<file path="src/hdl/phy_regs_consts.svh">
`ifndef PHY_REGS_CONSTS_SVH
`define PHY_REGS_CONSTS_SVH

// ----------------------------------------
// Register offsets
// ----------------------------------------
`define REG_EXPANSION     5'h06
`define REG_NP_TX         5'h07
`define REG_LP_NP_RX      5'h08
`define REG_CONFIG        5'h10

// ----------------------------------------
// Reset values and write masks
// ----------------------------------------
`define NP_TX_RESET       16'h2001
`define NP_TX_WMASK       16'hb7ff
`define LP_NP_RX_RESET    16'h0000
`define CONFIG_RESET      16'h0080
`define CONFIG_WMASK      16'h77a2
`define NP_ABLE_LOCAL     1'b1

// ----------------------------------------
// Field positions
// ----------------------------------------
`define EXP_BASE_PAGE     5
`define EXP_PD_FAULT      4
`define EXP_LP_NP_ABLE    3
`define EXP_NP_ABLE       2
`define EXP_PAGE_RX       1
`define EXP_LP_AN_ABLE    0
`define NP_NEXT           15
`define NP_RSVD           14
`define NP_MSG            13
`define NP_ACK2           12
`define NP_TOGGLE         11
`define CFG_TX_DIS        13
`define CFG_SCR_BYP       12
`define CFG_JAB_DIS       10
`define CFG_SQE           9
`define CFG_LB_DIS        8
`define CFG_CRS_EXT       7
`define CFG_PRE_PASS      5
`define CFG_ALT_NP        1

// ----------------------------------------
// Management frame counts and field codes
// ----------------------------------------
`define PREAMBLE_BITS     6'd32
`define HDR_LAST          4'd13
`define TA_LAST           1'b1
`define DATA_LAST         4'd15
`define FRAME_START       2'b01
`define OP_READ           2'b10
`define OP_WRITE          2'b01

`endif

</file>
<file path="src/hdl/phy_regs_pkg.sv">
package phy_regs_pkg;

	// ----------------------------------------
	// Management frame states
	// ----------------------------------------
	typedef enum logic [1:0] {
		MGMT_PRE  = 2'b00,
		MGMT_HDR  = 2'b01,
		MGMT_TA   = 2'b11,
		MGMT_DATA = 2'b10
	} mgmt_state_t;

	// ----------------------------------------
	// Negotiation status from the arbitration logic
	// ----------------------------------------
	typedef struct packed {
		logic        page_rx_pulse;
		logic        page_is_next;
		logic [15:0] rx_code_word;
		logic        mr_page_rx;
		logic        base_page;
		logic        parallel_fault;
		logic        partner_np_able;
		logic        partner_an_able;
		logic        np_tx_sent;
	} an_status_t;

	// ----------------------------------------
	// Receive path status
	// ----------------------------------------
	typedef struct packed {
		logic speed_100;
		logic full_duplex;
		logic crs_raw;
		logic sfd_dv;
	} rx_path_t;

	// ----------------------------------------
	// Controls toward the line logic
	// ----------------------------------------
	typedef struct packed {
		logic tx_enable;
		logic scrambler_bypass;
		logic jabber_enable;
		logic heartbeat_enable;
		logic loopback_enable;
		logic preamble_pass;
		logic alternate_next_page_enable;
	} phy_ctrl_t;

endpackage : phy_regs_pkg

</file>
<file path="src/hdl/phy_next_page_and_config_regs.sv">
`timescale 1ns/100ps
`include "phy_regs_consts.svh"

module phy_next_page_and_config_regs
	import phy_regs_pkg::*;
(
	input  wire logic        clk_i,
	input  wire logic        srst_i,
	input  wire logic        mdc_i,
	input  wire logic        mdio_i,
	output      logic        mdio_o,
	output      logic        mdio_oe_o,
	input  wire logic [4:0]  phy_addr_i,
	input  wire an_status_t  an_i,
	input  wire rx_path_t    rx_i,
	output      phy_ctrl_t   ctrl_o,
	output      logic        crs_o,
	output      logic        rx_dv_o,
	output      logic [15:0] np_tx_word_o,
	output      logic [15:0] partner_base_page_o
);

	// ----------------------------------------
	// Pin synchronisers
	// ----------------------------------------
	logic        mdc_s1, mdc_s2, mdc_s3;
	logic        mdio_s1, mdio_s2;
	logic [4:0]  addr_s1, addr_s2;
	logic        mdc_rise;

	always_ff @(posedge clk_i) begin
		if (srst_i) begin
			mdc_s1  <= 1'b0;
			mdc_s2  <= 1'b0;
			mdc_s3  <= 1'b0;
			mdio_s1 <= 1'b1;
			mdio_s2 <= 1'b1;
			addr_s1 <= 5'h00;
			addr_s2 <= 5'h00;
		end else begin
			mdc_s1  <= mdc_i;
			mdc_s2  <= mdc_s1;
			mdc_s3  <= mdc_s2;
			mdio_s1 <= mdio_i;
			mdio_s2 <= mdio_s1;
			addr_s1 <= phy_addr_i;
			addr_s2 <= addr_s1;
		end
	end

	assign mdc_rise = mdc_s2 & ~mdc_s3;

	// ----------------------------------------
	// Register state
	// ----------------------------------------
	logic [15:0] np_tx_reg;
	logic [15:0] lp_np_rx_reg;
	logic [15:0] config_reg;
	logic [15:0] lp_base_reg;
	logic        base_page_reg;
	logic        pd_fault_reg;
	logic        page_rx_reg;
	logic        alt_np;

	assign alt_np = config_reg[`CFG_ALT_NP];

	// ----------------------------------------
	// Management frame engine
	// ----------------------------------------
	mgmt_state_t state_reg;
	logic [5:0]  pre_cnt_reg;
	logic [3:0]  bit_cnt_reg;
	logic [13:0] hdr_reg;
	logic [15:0] shift_reg;
	logic        is_read_reg;
	logic        match_reg;
	logic [4:0]  reg_addr_reg;
	logic [13:0] hdr_full;
	logic        hdr_ok;
	logic        exp_read;
	logic        wr_commit;
	logic [15:0] wr_data;
	logic [15:0] rd_word;

	assign hdr_full = {hdr_reg[12:0], mdio_s2};
	assign hdr_ok   = (hdr_full[13:12] == `FRAME_START) && (hdr_full[9:5] == addr_s2)
	                  && ((hdr_full[11:10] == `OP_READ) || (hdr_full[11:10] == `OP_WRITE));
	assign exp_read = mdc_rise && (state_reg == MGMT_HDR) && (bit_cnt_reg == `HDR_LAST)
	                  && hdr_ok && (hdr_full[11:10] == `OP_READ)
	                  && (hdr_full[4:0] == `REG_EXPANSION);
	assign wr_data  = {shift_reg[14:0], mdio_s2};
	assign wr_commit = mdc_rise && (state_reg == MGMT_DATA) && (bit_cnt_reg == `DATA_LAST)
	                   && match_reg && !is_read_reg;

	always_comb begin
		rd_word = 16'h0000;
		case (hdr_full[4:0])
			`REG_EXPANSION: begin
				rd_word[`EXP_BASE_PAGE]  = base_page_reg;
				rd_word[`EXP_PD_FAULT]   = pd_fault_reg;
				rd_word[`EXP_LP_NP_ABLE] = an_i.partner_np_able;
				rd_word[`EXP_NP_ABLE]    = `NP_ABLE_LOCAL;
				rd_word[`EXP_PAGE_RX]    = page_rx_reg;
				rd_word[`EXP_LP_AN_ABLE] = an_i.partner_an_able;
			end
			`REG_NP_TX:    rd_word = np_tx_reg;
			`REG_LP_NP_RX: rd_word = lp_np_rx_reg;
			`REG_CONFIG:   rd_word = config_reg & `CONFIG_WMASK;
			default:       rd_word = 16'h0000;
		endcase
	end

	always_ff @(posedge clk_i) begin
		if (srst_i) begin
			state_reg    <= MGMT_PRE;
			pre_cnt_reg  <= 6'd0;
			bit_cnt_reg  <= 4'd0;
			hdr_reg      <= 14'h0000;
			is_read_reg  <= 1'b0;
			match_reg    <= 1'b0;
			reg_addr_reg <= 5'h00;
		end else if (mdc_rise) begin
			case (state_reg)
				MGMT_PRE: begin
					if (mdio_s2) begin
						if (pre_cnt_reg != `PREAMBLE_BITS)
							pre_cnt_reg <= pre_cnt_reg + 6'd1;
					end else begin
						pre_cnt_reg <= 6'd0;
						if (pre_cnt_reg == `PREAMBLE_BITS) begin
							state_reg   <= MGMT_HDR;
							hdr_reg     <= 14'h0000;
							bit_cnt_reg <= 4'd1;
						end
					end
				end
				MGMT_HDR: begin
					hdr_reg     <= hdr_full;
					bit_cnt_reg <= bit_cnt_reg + 4'd1;
					if (bit_cnt_reg == `HDR_LAST) begin
						state_reg    <= MGMT_TA;
						bit_cnt_reg  <= 4'd0;
						match_reg    <= hdr_ok;
						is_read_reg  <= (hdr_full[11:10] == `OP_READ);
						reg_addr_reg <= hdr_full[4:0];
					end
				end
				MGMT_TA: begin
					bit_cnt_reg <= bit_cnt_reg + 4'd1;
					if (bit_cnt_reg[0] == `TA_LAST) begin
						state_reg   <= MGMT_DATA;
						bit_cnt_reg <= 4'd0;
					end
				end
				MGMT_DATA: begin
					bit_cnt_reg <= bit_cnt_reg + 4'd1;
					if (bit_cnt_reg == `DATA_LAST) begin
						state_reg   <= MGMT_PRE;
						bit_cnt_reg <= 4'd0;
					end
				end
				default: state_reg <= MGMT_PRE;
			endcase
		end
	end

	// ----------------------------------------
	// Serial data shifter and pin drive
	// ----------------------------------------
	always_ff @(posedge clk_i) begin
		if (srst_i) begin
			shift_reg <= 16'h0000;
			mdio_o    <= 1'b1;
			mdio_oe_o <= 1'b0;
		end else if (mdc_rise) begin
			case (state_reg)
				MGMT_HDR: begin
					if (bit_cnt_reg == `HDR_LAST)
						shift_reg <= rd_word;
				end
				MGMT_TA: begin
					if (match_reg && is_read_reg) begin
						mdio_oe_o <= 1'b1;
						mdio_o    <= (bit_cnt_reg[0] == `TA_LAST) ? shift_reg[15] : 1'b0;
					end
				end
				MGMT_DATA: begin
					if (is_read_reg) begin
						shift_reg <= {shift_reg[14:0], 1'b0};
						mdio_o    <= shift_reg[14];
						if (bit_cnt_reg == `DATA_LAST) begin
							mdio_oe_o <= 1'b0;
							mdio_o    <= 1'b1;
						end
					end else begin
						shift_reg <= wr_data;
					end
				end
				default: begin
					mdio_oe_o <= 1'b0;
					mdio_o    <= 1'b1;
				end
			endcase
		end
	end

	// ----------------------------------------
	// Writable registers
	// ----------------------------------------
	always_ff @(posedge clk_i) begin
		if (srst_i) begin
			config_reg <= `CONFIG_RESET;
		end else if (wr_commit && reg_addr_reg == `REG_CONFIG) begin
			config_reg <= wr_data & `CONFIG_WMASK;
		end
	end

	always_ff @(posedge clk_i) begin
		if (srst_i) begin
			np_tx_reg <= `NP_TX_RESET;
		end else begin
			if (wr_commit && reg_addr_reg == `REG_NP_TX)
				np_tx_reg <= (wr_data & `NP_TX_WMASK) | (np_tx_reg & ~`NP_TX_WMASK);
			if (an_i.np_tx_sent)
				np_tx_reg[`NP_TOGGLE] <= ~np_tx_reg[`NP_TOGGLE];
		end
	end

	// ----------------------------------------
	// Received pages and latching flags
	// ----------------------------------------
	always_ff @(posedge clk_i) begin
		if (srst_i) begin
			lp_np_rx_reg <= `LP_NP_RX_RESET;
			lp_base_reg  <= 16'h0000;
		end else if (an_i.page_rx_pulse) begin
			if (an_i.page_is_next)
				lp_np_rx_reg <= an_i.rx_code_word;
			else
				lp_base_reg <= an_i.rx_code_word;
		end
	end

	always_ff @(posedge clk_i) begin
		if (srst_i) begin
			page_rx_reg <= 1'b0;
		end else if (an_i.page_rx_pulse) begin
			page_rx_reg <= 1'b1;
		end else if (exp_read) begin
			page_rx_reg <= 1'b0;
		end else if (alt_np && (!an_i.mr_page_rx || config_reg[`CFG_TX_DIS])) begin
			page_rx_reg <= 1'b0;
		end
	end

	always_ff @(posedge clk_i) begin
		if (srst_i) begin
			pd_fault_reg  <= 1'b0;
			base_page_reg <= 1'b0;
		end else begin
			if (an_i.parallel_fault)
				pd_fault_reg <= 1'b1;
			else if (exp_read)
				pd_fault_reg <= 1'b0;
			if (alt_np && an_i.base_page)
				base_page_reg <= 1'b1;
			else if (exp_read)
				base_page_reg <= 1'b0;
		end
	end

	// ----------------------------------------
	// Line controls and receive path
	// ----------------------------------------
	logic rx_dv_next;

	assign rx_dv_next = config_reg[`CFG_PRE_PASS] ? rx_i.crs_raw : rx_i.sfd_dv;

	always_ff @(posedge clk_i) begin
		if (srst_i) begin
			ctrl_o              <= '0;
			crs_o               <= 1'b0;
			rx_dv_o             <= 1'b0;
			np_tx_word_o        <= `NP_TX_RESET;
			partner_base_page_o <= 16'h0000;
		end else begin
			ctrl_o.tx_enable        <= ~config_reg[`CFG_TX_DIS];
			ctrl_o.scrambler_bypass <= config_reg[`CFG_SCR_BYP] & rx_i.speed_100;
			ctrl_o.jabber_enable    <= ~(config_reg[`CFG_JAB_DIS] & ~rx_i.speed_100);
			ctrl_o.heartbeat_enable <= config_reg[`CFG_SQE] & ~rx_i.speed_100;
			ctrl_o.loopback_enable  <= ~(config_reg[`CFG_LB_DIS] & ~rx_i.speed_100
			                             & ~rx_i.full_duplex);
			ctrl_o.preamble_pass    <= config_reg[`CFG_PRE_PASS];
			ctrl_o.alternate_next_page_enable <= alt_np;
			rx_dv_o <= rx_dv_next;
			crs_o   <= rx_i.crs_raw | (config_reg[`CFG_CRS_EXT] & ~rx_i.speed_100
			                           & crs_o & rx_dv_next);
			np_tx_word_o        <= np_tx_reg;
			partner_base_page_o <= lp_base_reg;
		end
	end
endmodule : phy_next_page_and_config_regs

</file>
<file path="config.mk">
export PLATFORM = sky130hd
export DESIGN_NAME = phy_next_page_and_config_regs
export DESIGN_NICKNAME = d
export VERILOG_FILES = /design/src/hdl/phy_regs_pkg.sv /design/src/hdl/phy_next_page_and_config_regs.sv
export VERILOG_INCLUDE_DIRS = /design/src /design/src/hdl
export SDC_FILE = /design/constraint.sdc
export NUM_CORES = 1
export LEC_CHECK = 0
export BUFFER_PORTS_ARGS = -buffer_cell sky130_fd_sc_hd__buf_2
export CAP_MARGIN = 40
export CORE_ASPECT_RATIO = 0.75
export CORE_MARGIN = 5
export CORE_UTILIZATION = 45
export CTS_CLUSTER_DIAMETER = 120
export DETAILED_ROUTE_END_ITERATION = 10
export HOLD_SLACK_MARGIN = 0.06
export SYNTH_ARGS = -nofsm -noshare
export SYNTH_HDL_FRONTEND = slang
export SYNTH_SLANG_ARGS = --single-unit
</file>
<file path="constraint.sdc">
create_clock -name clk_i -period 2.6 [get_ports clk_i]
set_input_delay 0.65 -clock clk_i [delete_from_list [all_inputs] [get_ports clk_i]]
set_output_delay 0.65 -clock clk_i [all_outputs]
set_load 0.005 [all_outputs]
</file>
==> impl_metrics.prom <==
# TYPE chip_impl_metric gauge
chip_impl_info{name="outcome",value="finished, final reports clean"} 1
chip_impl_metric{name="async_reset_ff_share",unit="%"} 0
chip_impl_metric{name="post_cts.resized_instances",unit=""} 0
chip_impl_metric{name="grt_antenna_before_repair",unit=""} 0
chip_impl_metric{name="placeableCoreArea",unit="mm²"} 0.0138
chip_impl_metric{name="slew_viol_final",unit=""} 0
chip_impl_metric{name="tritoncts_num_sinks",unit=""} 164
chip_impl_info{name="critical_path.endpoint_type",value="flop"} 1
chip_impl_metric{name="vias",unit=""} 4918
chip_impl_info{name="top_cell_type_by_total_area_after_synthesis",value="dfxtp_1"} 1
chip_impl_metric{name="post_route_cells_drive_above_1_share",unit="%"} 19.9
chip_impl_metric{name="clk_pin_slew",unit="ps"} 70
chip_impl_metric{name="finClkSkew",unit="ps"} 11.1
chip_impl_metric{name="final_area",unit="mm²"} 0.00753
chip_impl_info{name="cp-startpoint",value="bit_cnt_reg[0]"} 1
chip_impl_metric{name="final_hold_viol_count",unit=""} 0
chip_impl_metric{name="pin_count_of_the_biggest_net_entering_global_routing",unit=""} 77
chip_impl_metric{name="chipHeight",unit="µm"} 113
chip_impl_info{name="ys_top_cells_by_area",value="dfxtp_1 (51%), nor2b_1 (5.5%), nand2_1 (5.3%)"} 1
chip_impl_info{name="ys_top_cells_by_count",value="dfxtp_1 (164), nand2_1 (91), nor2_1 (61), nor2b_1 (56), a21oi_1 (50)"} 1
chip_impl_metric{name="number_of_enable_flip_flop_cells_after_synthesis",unit=""} 0
chip_impl_metric{name="placement.io_buffers",unit=""} 78
chip_impl_metric{name="timing.max_slew.rel_slack",unit="%"} 56.8
chip_impl_metric{name="detail_route.first_pass.iterations",unit=""} 6
chip_impl_metric{name="grt_pass1_wl",unit="mm"} 23.8
chip_impl_metric{name="globalRouteOverflowTotal",unit=""} 0
chip_impl_metric{name="clock.fmax",unit="GHz"} 0.444
chip_impl_metric{name="vdd_ir_drop_max",unit="V"} 0.000472
chip_impl_metric{name="row_count",unit=""} 37
chip_impl_metric{name="number_of_standard_cells_after_synthesis",unit=""} 681
chip_impl_metric{name="routability_congestion_estimate",unit=""} 0.801
chip_impl_metric{name="syn_area_per_cell",unit="µm²"} 9.40
chip_impl_metric{name="power.static_leakage",unit="nW"} 2.93
chip_impl_info{name="cts_tree",value="built"} 1
chip_impl_metric{name="cts_buffers",unit=""} 17
chip_impl_metric{name="cts.hold.buffers_added",unit=""} 0
chip_impl_metric{name="synth_warnings",unit=""} 0
chip_impl_metric{name="worst_ep_required_time",unit="ps"} 2910
chip_impl_metric{name="drv.max_cap_violation_count",unit=""} 0
chip_impl_metric{name="place_area",unit="mm²"} 0.00689
chip_impl_metric{name="ys_ff_latch",unit=""} 164
chip_impl_metric{name="routedWlPerCell",unit="µm"} 15.7
chip_impl_metric{name="post-cts-setup-buffer-count",unit=""} 0
chip_impl_metric{name="power.density",unit="mW/mm²"} 725
chip_impl_metric{name="io_pins",unit=""} 80
chip_impl_metric{name="cts_max_path_buffers",unit=""} 2
chip_impl_metric{name="setup_viol",unit=""} 0
chip_impl_metric{name="worst_skew_pair_later_pin_latency",unit="ps"} 420
chip_impl_metric{name="detail_route.drc_violations",unit=""} 0
chip_impl_metric{name="worst_slew_pin_slew",unit="ps"} 648
chip_impl_info{name="clock_tree.root_cell",value="clkbuf_16"} 1
chip_impl_info{name="cp_launch_type",value="flop"} 1
chip_impl_metric{name="gr-usage-all-layers",unit="%"} 17.7
chip_impl_metric{name="h-tree-depth",unit=""} 4
chip_impl_info{name="crit-reg2reg-launch",value="bit_cnt_reg[0]"} 1
chip_impl_metric{name="min_period",unit="ps"} 2250
chip_impl_metric{name="diodes",unit=""} 0
chip_impl_info{name="synth.most_common_cell",value="dfxtp_1"} 1
chip_impl_metric{name="initial_utilization",unit="%"} 46.2
chip_impl_metric{name="maximum_fanout_encountered_on_the_critical_timing_path",unit=""} 16
chip_impl_metric{name="layout-area-overhead-vs-synth",unit="%"} 17.6
chip_impl_metric{name="totalWireLength",unit="mm"} 14.6
chip_impl_metric{name="ys_types",unit=""} 65
chip_impl_metric{name="synth_top_area_share",unit="%"} 51.3
chip_impl_metric{name="crit_arrival",unit="ps"} 2560
chip_impl_metric{name="floorplan.die.width",unit="µm"} 148
chip_impl_metric{name="n_fill_cell",unit=""} 1220
chip_impl_metric{name="post-route-period-util",unit="%"} 86.7
chip_impl_metric{name="detail_route.vias_per_cell",unit=""} 5.28
chip_impl_info{name="hold_path_class",value="flop to flop"} 1
chip_impl_metric{name="dp_hpwl",unit="mm"} 10.0
chip_impl_metric{name="final_net_count",unit=""} 787
chip_impl_info{name="prevailing_post_synth_register_cell",value="dfxtp_1"} 1
chip_impl_metric{name="synth.cell_area",unit="mm²"} 0.00640
chip_impl_metric{name="tns",unit="ps"} 0
chip_impl_metric{name="drt_first_iter_violations",unit=""} 573
chip_impl_metric{name="mappedNetlistNets",unit=""} 724
chip_impl_metric{name="grt_pass1_vias",unit=""} 4602
chip_impl_metric{name="floorplan.die_area",unit="mm²"} 0.0167
chip_impl_metric{name="ant_nets",unit=""} 0
chip_impl_info{name="unrepaired_setup_endpoints_after_global_routing",value="false"} 1
chip_impl_metric{name="sequential_area_share_after_synthesis",unit="%"} 51.3
chip_impl_info{name="hold_path.startpoint",value="mdio_s1"} 1
chip_impl_info{name="setup.worst_path.class",value="flop to flop"} 1
## report_power, final
part / total, W / switching (W) / internal (W)
logic: 0.000194 / 0.000116 / 0.0000784
registers: 0.00259 / 0.0000290 / 0.00256
clock network: 0.00267 / 0.00106 / 0.00161
## layout make-up
cell class	instances	area, µm²	share of cell area [%]
Tap cell	175	219	2.91
Sequential cell	164	3280	43.6
Clock inverter	12	166	2.21
Clock buffer	20	467	6.20
Inverter	11	41.3	0.549
Timing Repair Buffer	94	526	6.98
Multi-Input combinational cell	456	2820	37.5
## per-layer routing
| metal | global-route usage (%) | part of all wire, % | up-vias |
|---|---|---|---|
| met3 | 6.69 | 8.5 | 10 |
| met4 | 4.78 | 0.85 | 0 |
| li1 | - | - | 2465 |
| met2 | 22.7 | 39 | 180 |
| met5 | 0 | 0 | - |
| met1 | 27.2 | 52 | 2263 |
## placed cells by master, fill, tap and decap left out, drive strengths merged, types with 15 or more instances in the layout
master / count
a21oi: 52
buf: 94
clkbuf: 20
dfxtp: 164
inv: 15
mux2i: 24
nand2: 91
nor2: 62
nor2b: 56
o21ai: 22
## metrics by stage
stage	worst slack [ps]	hold WS, ps	power [W]	cells	utilization, %
2_1_floorplan	697	389	0.00276	681	-
3_3_place_gp	459	401	0.00284	900	49.8
3_5_place_dp	367	402	0.00284	900	49.8
4_1_cts	350	406	0.00549	932	54.4
5_1_grt	183	404	0.00564	932	54.4
6_report	346	412	0.00545	932	54.4
## worst max-delay path, stage by stage (launching register included)
cell and delay [ps]:
dfxtp_1 440, ha_1 290, nand3_1 140, nor4_2 400
and4_1 240, buf_4 270, nor2b_1 80, a211o_1 270
## cells by family after synthesis
group / after synthesis / synth area share, %
and+or+nand+nor: 265 / 21.4
adders and majority gates: 6 / 1.17
DFF: 164 / 51.3
xor gates and xnor gates: 14 / 1.92
other: 1 / 0.0586
muxes: 28 / 4.46
buffers and inverters: 61 / 4.56
AOI/OAI and AO/OA: 142 / 15.1
## worst paths after layout
kind                                      end  slack (ps)  cells after the start
worst min-delay path                  mdio_s2         410                      1
worst max register to register  np_tx_reg[13]         350                      7
worst max-delay path            np_tx_reg[13]         350                      7
worst min register to register        mdio_s2         410                      1
Power figures use the tool's default switching activity.
